File: config.mk
export PLATFORM = sky130hd
export DESIGN_NAME = pio_port
export DESIGN_NICKNAME = d
export VERILOG_FILES = /design/src/design/pio_port.v /design/src/design/pio_in_sync.v
export VERILOG_INCLUDE_DIRS = /design/src /design/src/design
export SDC_FILE = /design/constraint.sdc
export NUM_CORES = 1
export LEC_CHECK = 0
export BUFFER_PORTS_ARGS = -buffer_cell sky130_fd_sc_hd__buf_2
export CORE_ASPECT_RATIO = 2
export CORE_MARGIN = 2
export CORE_UTILIZATION = 60
export CTS_CLUSTER_DIAMETER = 50
export DETAILED_ROUTE_END_ITERATION = 6
export HOLD_SLACK_MARGIN = 0.06
export PLACE_DENSITY = 0.84
export REMOVE_ABC_BUFFERS = 1
export SYNTH_ARGS = -nofsm -noshare
export SYNTH_HDL_FRONTEND = slang
export SYNTH_SLANG_ARGS = --single-unit
File: constraint.sdc
create_clock -name clock -period 2.5 [get_ports clock]
set_clock_uncertainty 0.1 [all_clocks]
set_input_delay 0.25 -clock clock [delete_from_list [all_inputs] [get_ports clock]]
set_output_delay 0.25 -clock clock [all_outputs]
set_load 0.05 [all_outputs]
File: src/design/pio_consts.vh
// constants for the parallel io port: register indices, generation-time
// mode encodings and reset values; assumes inclusion by the io port files
`ifndef PIO_CONSTS_VH
`define PIO_CONSTS_VH

// register indices on the slave port, one 32-bit word each
`define PIO_ADDR_W        3
`define PIO_REG_DATA      3'h0
`define PIO_REG_DIR       3'h1
`define PIO_REG_IRQMASK   3'h2
`define PIO_REG_EDGE      3'h3
`define PIO_REG_OUTSET    3'h4
`define PIO_REG_OUTCLR    3'h5

`define PIO_BUS_W         32
`define PIO_MAX_W         32

// direction modes
`define PIO_MODE_BIDIR    2'h0
`define PIO_MODE_IN       2'h1
`define PIO_MODE_OUT      2'h2
`define PIO_MODE_INOUT    2'h3

// edge kinds
`define PIO_EDGE_RISE     2'h0
`define PIO_EDGE_FALL     2'h1
`define PIO_EDGE_ANY      2'h2

// reset values
`define PIO_DIR_RST       32'h0000_0000
`define PIO_MASK_RST      32'h0000_0000
`define PIO_EDGE_RST      32'h0000_0000
`define PIO_OUT_RST       32'h0000_0000

`endif

File: src/design/pio_port.v
// parallel io port with edge capture and maskable interrupt output
// assumes one clock domain for the slave port; port inputs may be asynchronous
`timescale 1ns/10ps
`include "pio_consts.vh"

// Functional notes
// - port width parameter from 1 to 32
// - data read returns inputs, not written value
// - data write updates output drive register
// - exactly one direction mode per build
// - bidirectional: per-bit direction, input means undriven
// - separate mode: two independent full-width buses
// - output register loads configurable reset value
// - edge kind fixed at build time
// - configured edge sets matching edge flag
// - edge flags exist only with synchronous capture
// - bit-clear option: writing one clears that flag
// - level interrupt: high input and enable set
// - edge interrupt: flag set and enable set
// - interrupt maskable per input port
// - set/clear option adds two output write registers
// - output-only mode omits all input features
// - single slave port with plain read/write
// - no bit-clear: any edge write clears all
// - direction resets to zero, pins undriven
// - interrupt enables reset to zero
// - edge interrupt holds until mask cleared or flags written
module pio_port #(
  parameter       WIDTH      = 32,
  parameter [1:0] DIR_MODE   = `PIO_MODE_INOUT,
  parameter       HAS_EDGE   = 1,
  parameter [1:0] EDGE_KIND  = `PIO_EDGE_RISE,
  parameter       BIT_CLEAR  = 1,
  parameter       HAS_IRQ    = 1,
  parameter       IRQ_EDGE   = 1,
  parameter       HAS_SETCLR = 1,
  parameter [31:0] OUT_RESET = `PIO_OUT_RST
) (
  input  wire                    clock,
  input  wire                    nrst,
  input  wire [`PIO_ADDR_W-1:0]  regAddr,
  input  wire                    regWrite,
  input  wire                    regRead,
  input  wire [`PIO_BUS_W-1:0]   regWdata,
  output reg  [`PIO_BUS_W-1:0]   regRdata,
  output reg                     regRvalid,
  output reg                     irq,
  input  wire [WIDTH-1:0]        portIn,
  output reg  [WIDTH-1:0]        portOut,
  output reg  [WIDTH-1:0]        portOe
);

  // build-time feature selection
  localparam HAS_IN   = (DIR_MODE != `PIO_MODE_OUT) ? 1 : 0;
  localparam HAS_OUT  = (DIR_MODE != `PIO_MODE_IN) ? 1 : 0;
  localparam HAS_DIR  = (DIR_MODE == `PIO_MODE_BIDIR) ? 1 : 0;
  localparam EDGE_ON  = (HAS_IN == 1 && HAS_EDGE != 0) ? 1 : 0;
  localparam IRQ_ON   = (HAS_IN == 1 && HAS_IRQ != 0) ? 1 : 0;
  localparam IRQ_EDGE_ON = (IRQ_ON == 1 && IRQ_EDGE != 0 && EDGE_ON == 1) ? 1 : 0;
  localparam SC_ON    = (HAS_OUT == 1 && HAS_SETCLR != 0) ? 1 : 0;

  localparam [WIDTH-1:0] OUT_RST_W  = OUT_RESET[WIDTH-1:0];
  localparam [31:0]      DIR_RST_32  = `PIO_DIR_RST;
  localparam [31:0]      MASK_RST_32 = `PIO_MASK_RST;
  localparam [31:0]      EDGE_RST_32 = `PIO_EDGE_RST;
  localparam [WIDTH-1:0] DIR_RST_W  = DIR_RST_32[WIDTH-1:0];
  localparam [WIDTH-1:0] MASK_RST_W = MASK_RST_32[WIDTH-1:0];
  localparam [WIDTH-1:0] EDGE_RST_W = EDGE_RST_32[WIDTH-1:0];
  localparam [WIDTH-1:0] ALL_ONES   = {WIDTH{1'b1}};
  localparam [WIDTH-1:0] ALL_ZEROS  = {WIDTH{1'b0}};

  // register decode strobes
  wire wrData   = regWrite && (regAddr == `PIO_REG_DATA);
  wire wrDir    = regWrite && (regAddr == `PIO_REG_DIR);
  wire wrMask   = regWrite && (regAddr == `PIO_REG_IRQMASK);
  wire wrEdge   = regWrite && (regAddr == `PIO_REG_EDGE);
  wire wrOutSet = regWrite && (regAddr == `PIO_REG_OUTSET);
  wire wrOutClr = regWrite && (regAddr == `PIO_REG_OUTCLR);
  wire [WIDTH-1:0] wdataW = regWdata[WIDTH-1:0];

  reg  [WIDTH-1:0] outData_q;
  reg  [WIDTH-1:0] outData_d;
  reg  [WIDTH-1:0] dir_q;
  reg  [WIDTH-1:0] mask_q;
  reg  [WIDTH-1:0] edgeFlag_q;
  wire [WIDTH-1:0] edgeFlag_d;
  reg  [WIDTH-1:0] inPrev_q;
  wire [WIDTH-1:0] inSync;
  wire [WIDTH-1:0] edgeEvent;
  wire [WIDTH-1:0] edgeClr;
  reg  [`PIO_BUS_W-1:0] rdMux;
  reg              irq_d;

  // input path; in bidirectional mode this samples the pin, driven or not
  generate
    if (HAS_IN == 1) begin : g_in
      pio_in_sync #(
        .WIDTH (WIDTH)
      ) u_sync (
        .clock   (clock),
        .nrst    (nrst),
        .asyncIn (portIn),
        .syncOut (inSync)
      );
    end else begin : g_no_in
      assign inSync = ALL_ZEROS;
    end
  endgenerate

  // output drive register
  always @* begin
    outData_d = outData_q;
    if (HAS_OUT == 1) begin
      if (wrData) begin
        outData_d = wdataW;
      end else if (SC_ON == 1 && wrOutSet) begin
        outData_d = outData_q | wdataW;
      end else if (SC_ON == 1 && wrOutClr) begin
        outData_d = outData_q & ~wdataW;
      end
    end
  end

  always @(posedge clock) begin
    if (!nrst) begin
      outData_q <= OUT_RST_W;
    end else begin
      outData_q <= outData_d;
    end
  end

  // direction and interrupt enable registers
  always @(posedge clock) begin
    if (!nrst) begin
      dir_q  <= DIR_RST_W;
      mask_q <= MASK_RST_W;
    end else begin
      if (HAS_DIR == 1 && wrDir) begin
        dir_q <= wdataW;
      end
      if (IRQ_ON == 1 && wrMask) begin
        mask_q <= wdataW;
      end
    end
  end

  // per-bit edge detection and sticky flags
  assign edgeClr = !wrEdge ? ALL_ZEROS :
                   (BIT_CLEAR != 0) ? wdataW :
                   ALL_ONES;

  genvar gb;
  generate
    for (gb = 0; gb < WIDTH; gb = gb + 1) begin : g_edge
      if (EDGE_ON == 1) begin : g_on
        // kind is a parameter only, so software cannot retarget it
        if (EDGE_KIND == `PIO_EDGE_RISE) begin : g_rise
          assign edgeEvent[gb] = inSync[gb] & ~inPrev_q[gb];
        end else if (EDGE_KIND == `PIO_EDGE_FALL) begin : g_fall
          assign edgeEvent[gb] = ~inSync[gb] & inPrev_q[gb];
        end else begin : g_any
          assign edgeEvent[gb] = inSync[gb] ^ inPrev_q[gb];
        end
        // a new edge in the clearing cycle is kept: set beats clear
        assign edgeFlag_d[gb] = (edgeFlag_q[gb] & ~edgeClr[gb]) | edgeEvent[gb];
        always @(posedge clock) begin
          if (!nrst) begin
            inPrev_q[gb]   <= 1'b0;
            edgeFlag_q[gb] <= EDGE_RST_W[gb];
          end else begin
            inPrev_q[gb]   <= inSync[gb];
            edgeFlag_q[gb] <= edgeFlag_d[gb];
          end
        end
      end else begin : g_off
        assign edgeEvent[gb]  = 1'b0;
        assign edgeFlag_d[gb] = 1'b0;
        always @(posedge clock) begin
          inPrev_q[gb]   <= 1'b0;
          edgeFlag_q[gb] <= 1'b0;
        end
      end
    end
  endgenerate

  // interrupt source: levels or sticky flags, gated per port
  always @* begin
    irq_d = 1'b0;
    if (IRQ_ON == 1) begin
      if (IRQ_EDGE_ON == 1) begin
        irq_d = |(edgeFlag_q & mask_q);
      end else begin
        irq_d = |(inSync & mask_q);
      end
    end
  end

  // read mux; absent registers read as zero
  always @* begin
    rdMux = {`PIO_BUS_W{1'b0}};
    if (regAddr == `PIO_REG_DATA) begin
      if (HAS_IN == 1) begin
        rdMux[WIDTH-1:0] = inSync;
      end
    end else if (regAddr == `PIO_REG_DIR) begin
      if (HAS_DIR == 1) begin
        rdMux[WIDTH-1:0] = dir_q;
      end
    end else if (regAddr == `PIO_REG_IRQMASK) begin
      if (IRQ_ON == 1) begin
        rdMux[WIDTH-1:0] = mask_q;
      end
    end else if (regAddr == `PIO_REG_EDGE) begin
      if (EDGE_ON == 1) begin
        rdMux[WIDTH-1:0] = edgeFlag_q;
      end
    end
  end

  // slave answers one cycle after the request
  always @(posedge clock) begin
    if (!nrst) begin
      regRdata  <= {`PIO_BUS_W{1'b0}};
      regRvalid <= 1'b0;
    end else begin
      regRvalid <= regRead;
      if (regRead) begin
        regRdata <= rdMux;
      end
    end
  end

  // pins and interrupt line come straight from flops
  always @(posedge clock) begin
    if (!nrst) begin
      irq     <= 1'b0;
      portOut <= ALL_ZEROS;
      portOe  <= ALL_ZEROS;
    end else begin
      irq <= irq_d;
      case (DIR_MODE)
        `PIO_MODE_BIDIR: begin
          portOut <= outData_d;
          portOe  <= (HAS_DIR == 1 && wrDir) ? wdataW : dir_q;
        end
        `PIO_MODE_IN: begin
          portOut <= ALL_ZEROS;
          portOe  <= ALL_ZEROS;
        end
        default: begin
          portOut <= outData_d;
          portOe  <= ALL_ONES;
        end
      endcase
    end
  end

  // width range guard is structural: slicing fails to elaborate outside 1..32
  localparam [0:0] WIDTH_OK = (WIDTH >= 1 && WIDTH <= `PIO_MAX_W) ? 1'b1 : 1'b0;
  wire [WIDTH_OK:WIDTH_OK] widthGuard = WIDTH_OK;

endmodule // pio_port

File: src/design/pio_in_sync.v
// three-stage input synchroniser with agreement filter for the io port
// assumes the inputs are asynchronous to clock; one instance per port
`timescale 1ns/10ps

module pio_in_sync #(
  parameter WIDTH = 32
) (
  input  wire             clock,
  input  wire             nrst,
  input  wire [WIDTH-1:0] asyncIn,
  output reg  [WIDTH-1:0] syncOut
);

  reg [WIDTH-1:0] stage1_q;
  reg [WIDTH-1:0] stage2_q;
  reg [WIDTH-1:0] stage3_q;

  genvar gi;
  generate
    for (gi = 0; gi < WIDTH; gi = gi + 1) begin : g_bit
      // a change is only accepted once the second and third stages agree
      always @(posedge clock) begin
        if (!nrst) begin
          stage1_q[gi] <= 1'b0;
          stage2_q[gi] <= 1'b0;
          stage3_q[gi] <= 1'b0;
          syncOut[gi]  <= 1'b0;
        end else begin
          stage1_q[gi] <= asyncIn[gi];
          stage2_q[gi] <= stage1_q[gi];
          stage3_q[gi] <= stage2_q[gi];
          if (stage2_q[gi] == stage3_q[gi]) begin
            syncOut[gi] <= stage3_q[gi];
          end
        end
      end
    end
  endgenerate

endmodule // pio_in_sync

; ---- After elaboration in Yosys (flattened, before gate mapping)
; Cells that the tools add are included.
[totals]
reg_bits = 322
latchBits = 0
mem_bits_rw = 0
mem_bits_ro = 0
output_inout_bits = 98
memories = 0
[op_classes]
n_addsub = 0
mul = 0
n_div = 0
order_cmp = 0
n_eq_ne = 37
shift = 0
muxes = 9
bitwise = 164
reduce_logical = 8
[op_table]
columns = cell, n
row1 = 2-to-1 mux 32 bit, 9
row2 = AND 1 bit, 64
row3 = AND 32 bit, 2
row4 = NOT 1 bit, 64
row5 = equality test 1 bit, 32
row6 = NOT 32 bit, 1
row7 = bitwise OR 1 bit, 32
row8 = bitwise OR 32 bit, 1
row9 = OR reduction 32 bit, 1
row10 = equality test 3 x 2 -> 1 bit (second input constant), 2
row11 = equality test 3 bit (second input constant), 2
row12 = logical AND 1 bit, 5
row13 = equality test 3 x 1 -> 1 bit (second input constant), 1
row14 = zero test 3 bit, 1
row15 = nonzero test 3 bit, 1

; ---- Logic depth before layout (Yosys ltp)
[logic_depth]
word_depth = 6
mapped_depth = 6

; ---- Cells and area by module
; A second synthesis with hierarchy kept.
[hier_totals]
hier_cells = 1067
hier_area_um2 = 10616.4
[by_module_without_submodules]
columns = module, instances, cells_each, area_each_um2, seq_area_each_um2
row1 = pio_port, 1, 733, 6830.3, 3263.1
row2 = pio_in_sync, 1, 334, 3786.1, 2562.5

; ---- Worst setup path after synthesis
; Ideal clock, no wire load.
[synth_path]
kind = register to output
startpoint = register portOe[30] (netlist name)
endpoint = output port portOe[10]
arrival_ns = 1.446
path_slack_ns = 0.704
path_stages_with_launch = 2
cell_sequence = dfxtp_1 > buf_4
[synth_rtl]
columns = element, line_no
row1 = end: declaration, pio_port.v:50  ; output reg [WIDTH-1:0] portOe

==> metrics.cfg <==
[layout]
drive_gt1_share_pct=18.7
num-nets-final=1254
syn_to_final_growth_pct=21.8

[pwr]
power_density_nw_per_um2=744
swShare_pct=23.3
internal_power_mw=7.19
p_seq_share_pct=51.5
pwr-share-comb_pct=8.8
p_sw_mw=2.18
finalPower_mw=9.37
peakVddDrop_v=0.000731
p_leak_nw=5.01
clkPwrFrac_pct=39.7

[critical_path]
cp.arrival_ns=1.62
cp_slowest_cell=dfxtp_1
cp_max_fo=32
crit_path_end_kind=output pin
start_kind=flip-flop
cp_num_buf_inv=1
reg2reg_from=mask_q[13]
crit_type=reg2out
crit_end=portOe[18]
r2r_slack_ns=0.87
slowest_delay_ns=0.73
reg2reg_depth=3
crit_family=flip-flops
worstPathRequired_ns=2.15
cp.depth=1
rr_endpoint=irq
worstPathCellList=buf_2
startpoint=portOe[30]

[global_routing]
grt_pass1_vias=8128
overflow=0
grt_max_degree=143
antenna_found_initial=3
grt_pass1_wl_mm=40.3
grtUsageTotal_pct=26.6

[clocking]
cts_buffer_depth=3
h-tree-depth=1
cts_root_buffer=clkbuf_16
clk_latency_ns=0.51
cts_made_buffers=25
clkSlewWorstSetupHoldPaths_ns=0.07
cts_tree=yes
clock-sinks=291
cts_setup_buffers=0

[run_status]
status=complete, no violations

[timing]
period_needed_ns=1.97
report.final.slew_viol_count=0
hold_viol=0
grt_setup_unrepaired=false
worst_slew_pin_slew_ns=0.899
slew_headroom_pct=40.1
setup_viol=0
max_freq_ghz=0.507
fin_crit_sh_pct=78.9
timing.hold.ws_ns=0.146
fin_ws_ns=0.527

[synth]
ys_seq_elements=291
yosys_most_used_dff=dfxtp_1
synth_cell_types=27
synthCells=1004
yosysMostFrequentCell=dfxtp_1
syn_area_per_cell_um2=10.3
async_flop_share_pct=0
ys_warn_count=0
synth_edf_count=0
netlist_area_um2=10300
yosysTopAreaCell=dfxtp_1
synth.area.top_cells=dfxtp_1, and2_1, a21boi_0, nand2_1, a222oi_1
ys_seq_area_share_pct=56.3
synth_top_area_share_pct=56.3
synth.top_cells.by_count=dfxtp_1, and2_1, nand2_1

[place]
port_buffers=168
dp_slack_ns=0.661
place_hpwl_mm=15.4
place.gp.congestion=0.820

[floorplan]
start_util_pct=61.4
rows=67
io_pins=169
die_area_um2=18400
die_h_um=190
core-area_um2=16800
die_w_um=96.8

[job]
max-cap-violations=0

[drt]
drt_iter0_drc=485
final_antenna_net_count=0
wirelength_mm=25.1
vias=8203
dr.pass1.iters=7
drc_errors=0
viasPerCell=5.84
wl_per_cell_um=17.8

[min_path]
hold_path_class=in2reg
whs_path_depth=2

metrics by stage:
stage	setup TNS, ns	instance area [µm²]	instances	utilization (%)
after global placement	0	11100	1290	65.7
after detailed placement	0	11100	1290	65.7
final	0	12600	1405	74.7
after CTS	0	12600	1402	74.7
after global routing	0	12600	1405	74.7
after floorplan	-269.51	9780	899	-
layout make-up:
class,count,area [µm²]
diodes,3,7.51
multi-input cells,608,3980
flip-flops and latches,291,5830
clock inverters,4,70.1
clock buffers,35,703
fillers,1155,4260
well taps,207,259
repair buffers,257,1750
power groups by stage:
stage               combinational, mW  clock, mW  sequential, mW
global route                    0.870       3.97            4.84
finish                          0.823       3.72            4.83
detailed placement              0.723          0            4.93
global placement                0.714          0            4.93
floorplan                       0.164          0            5.16
CTS                             0.812       3.78            4.83
worst min-delay path by stage:
stage	end	from	slack, ns
2_1_floorplan	portOe[30]	nrst	0.18
3_3_place_gp	g_in.u_sync.stage2_q[9]	g_in.u_sync.stage1_q[9]	0.31
3_5_place_dp	g_in.u_sync.stage2_q[2]	g_in.u_sync.stage1_q[2]	0.32
4_1_cts	regRdata[4]	regRead	0.12
5_1_grt	regRdata[8]	regRead	0.15
6_report	regRdata[4]	regRead	0.15
what timing repair did:
action,in CTS,in global routing
hold buffers,73,0
gates resized for setup,0,0
hold endpoints to repair,139,0
kinds of logic (layout without fill, tap and decap cells):
logic type / after synthesis / count (layout) / synth area share, %
buf+inv: 105 / 296 / 5.43
simple gates: 271 / 271 / 14.5
compound gates: 337 / 337 / 23.7
flops: 291 / 291 / 56.3
other cells: 0 / 3 / 0
worst reg2reg max path, cell delays in order (launching register included):
cell     delay (ns)
dfxtp_1        0.33
a22oi_1        0.40
nand4_1        0.26
o41a_1         0.43
cell usage in the layout, fill, tap and decap left out:
cell type / synthesis / routed
a21boi_0: 82 / 82
a21boi_1: 14 / 14
a21oi_1: 32 / 32
a222oi_1: 32 / 32
a22oi_1: 16 / 16
a32o_1: 32 / 32
and2_1: 129 / 129
and3b_1: 2 / 2
and4b_1: 1 / 1
and4bb_2: 1 / 1
buf_12: 0 / 4
buf_2: 23 / 167
buf_4: 31 / 12
buf_6: 3 / 1
bufinv_16: 0 / 2
clkbuf_1: 48 / 6
clkbuf_16: 0 / 25
clkbuf_8: 0 / 4
clkinv_2: 0 / 2
dfxtp_1: 291 / 291
diode_2: 0 / 3
dlygate4sd3_1: 0 / 73
nand2_1: 96 / 96
nand2b_1: 1 / 1
nand4_1: 4 / 4
nand4bb_2: 0 / 1
nor2b_1: 33 / 32
nor2b_4: 0 / 1
nor3_2: 0 / 1
nor3b_4: 0 / 1
nor4b_4: 1 / 1
o211ai_1: 32 / 32
o21a_1: 32 / 32
o21ai_0: 64 / 64
o41a_1: 1 / 1
routing by layer:
layer | up-vias | global-route usage, % | share of wire (%)
met5 | - | 0 | 0
met4 | 0 | 14.7 | 5.6
met3 | 87 | 3.16 | 5.1
met2 | 308 | 49.2 | 52
met1 | 3931 | 29.1 | 37
li1 | 3877 | - | -
Power figures use the tool's default switching activity.
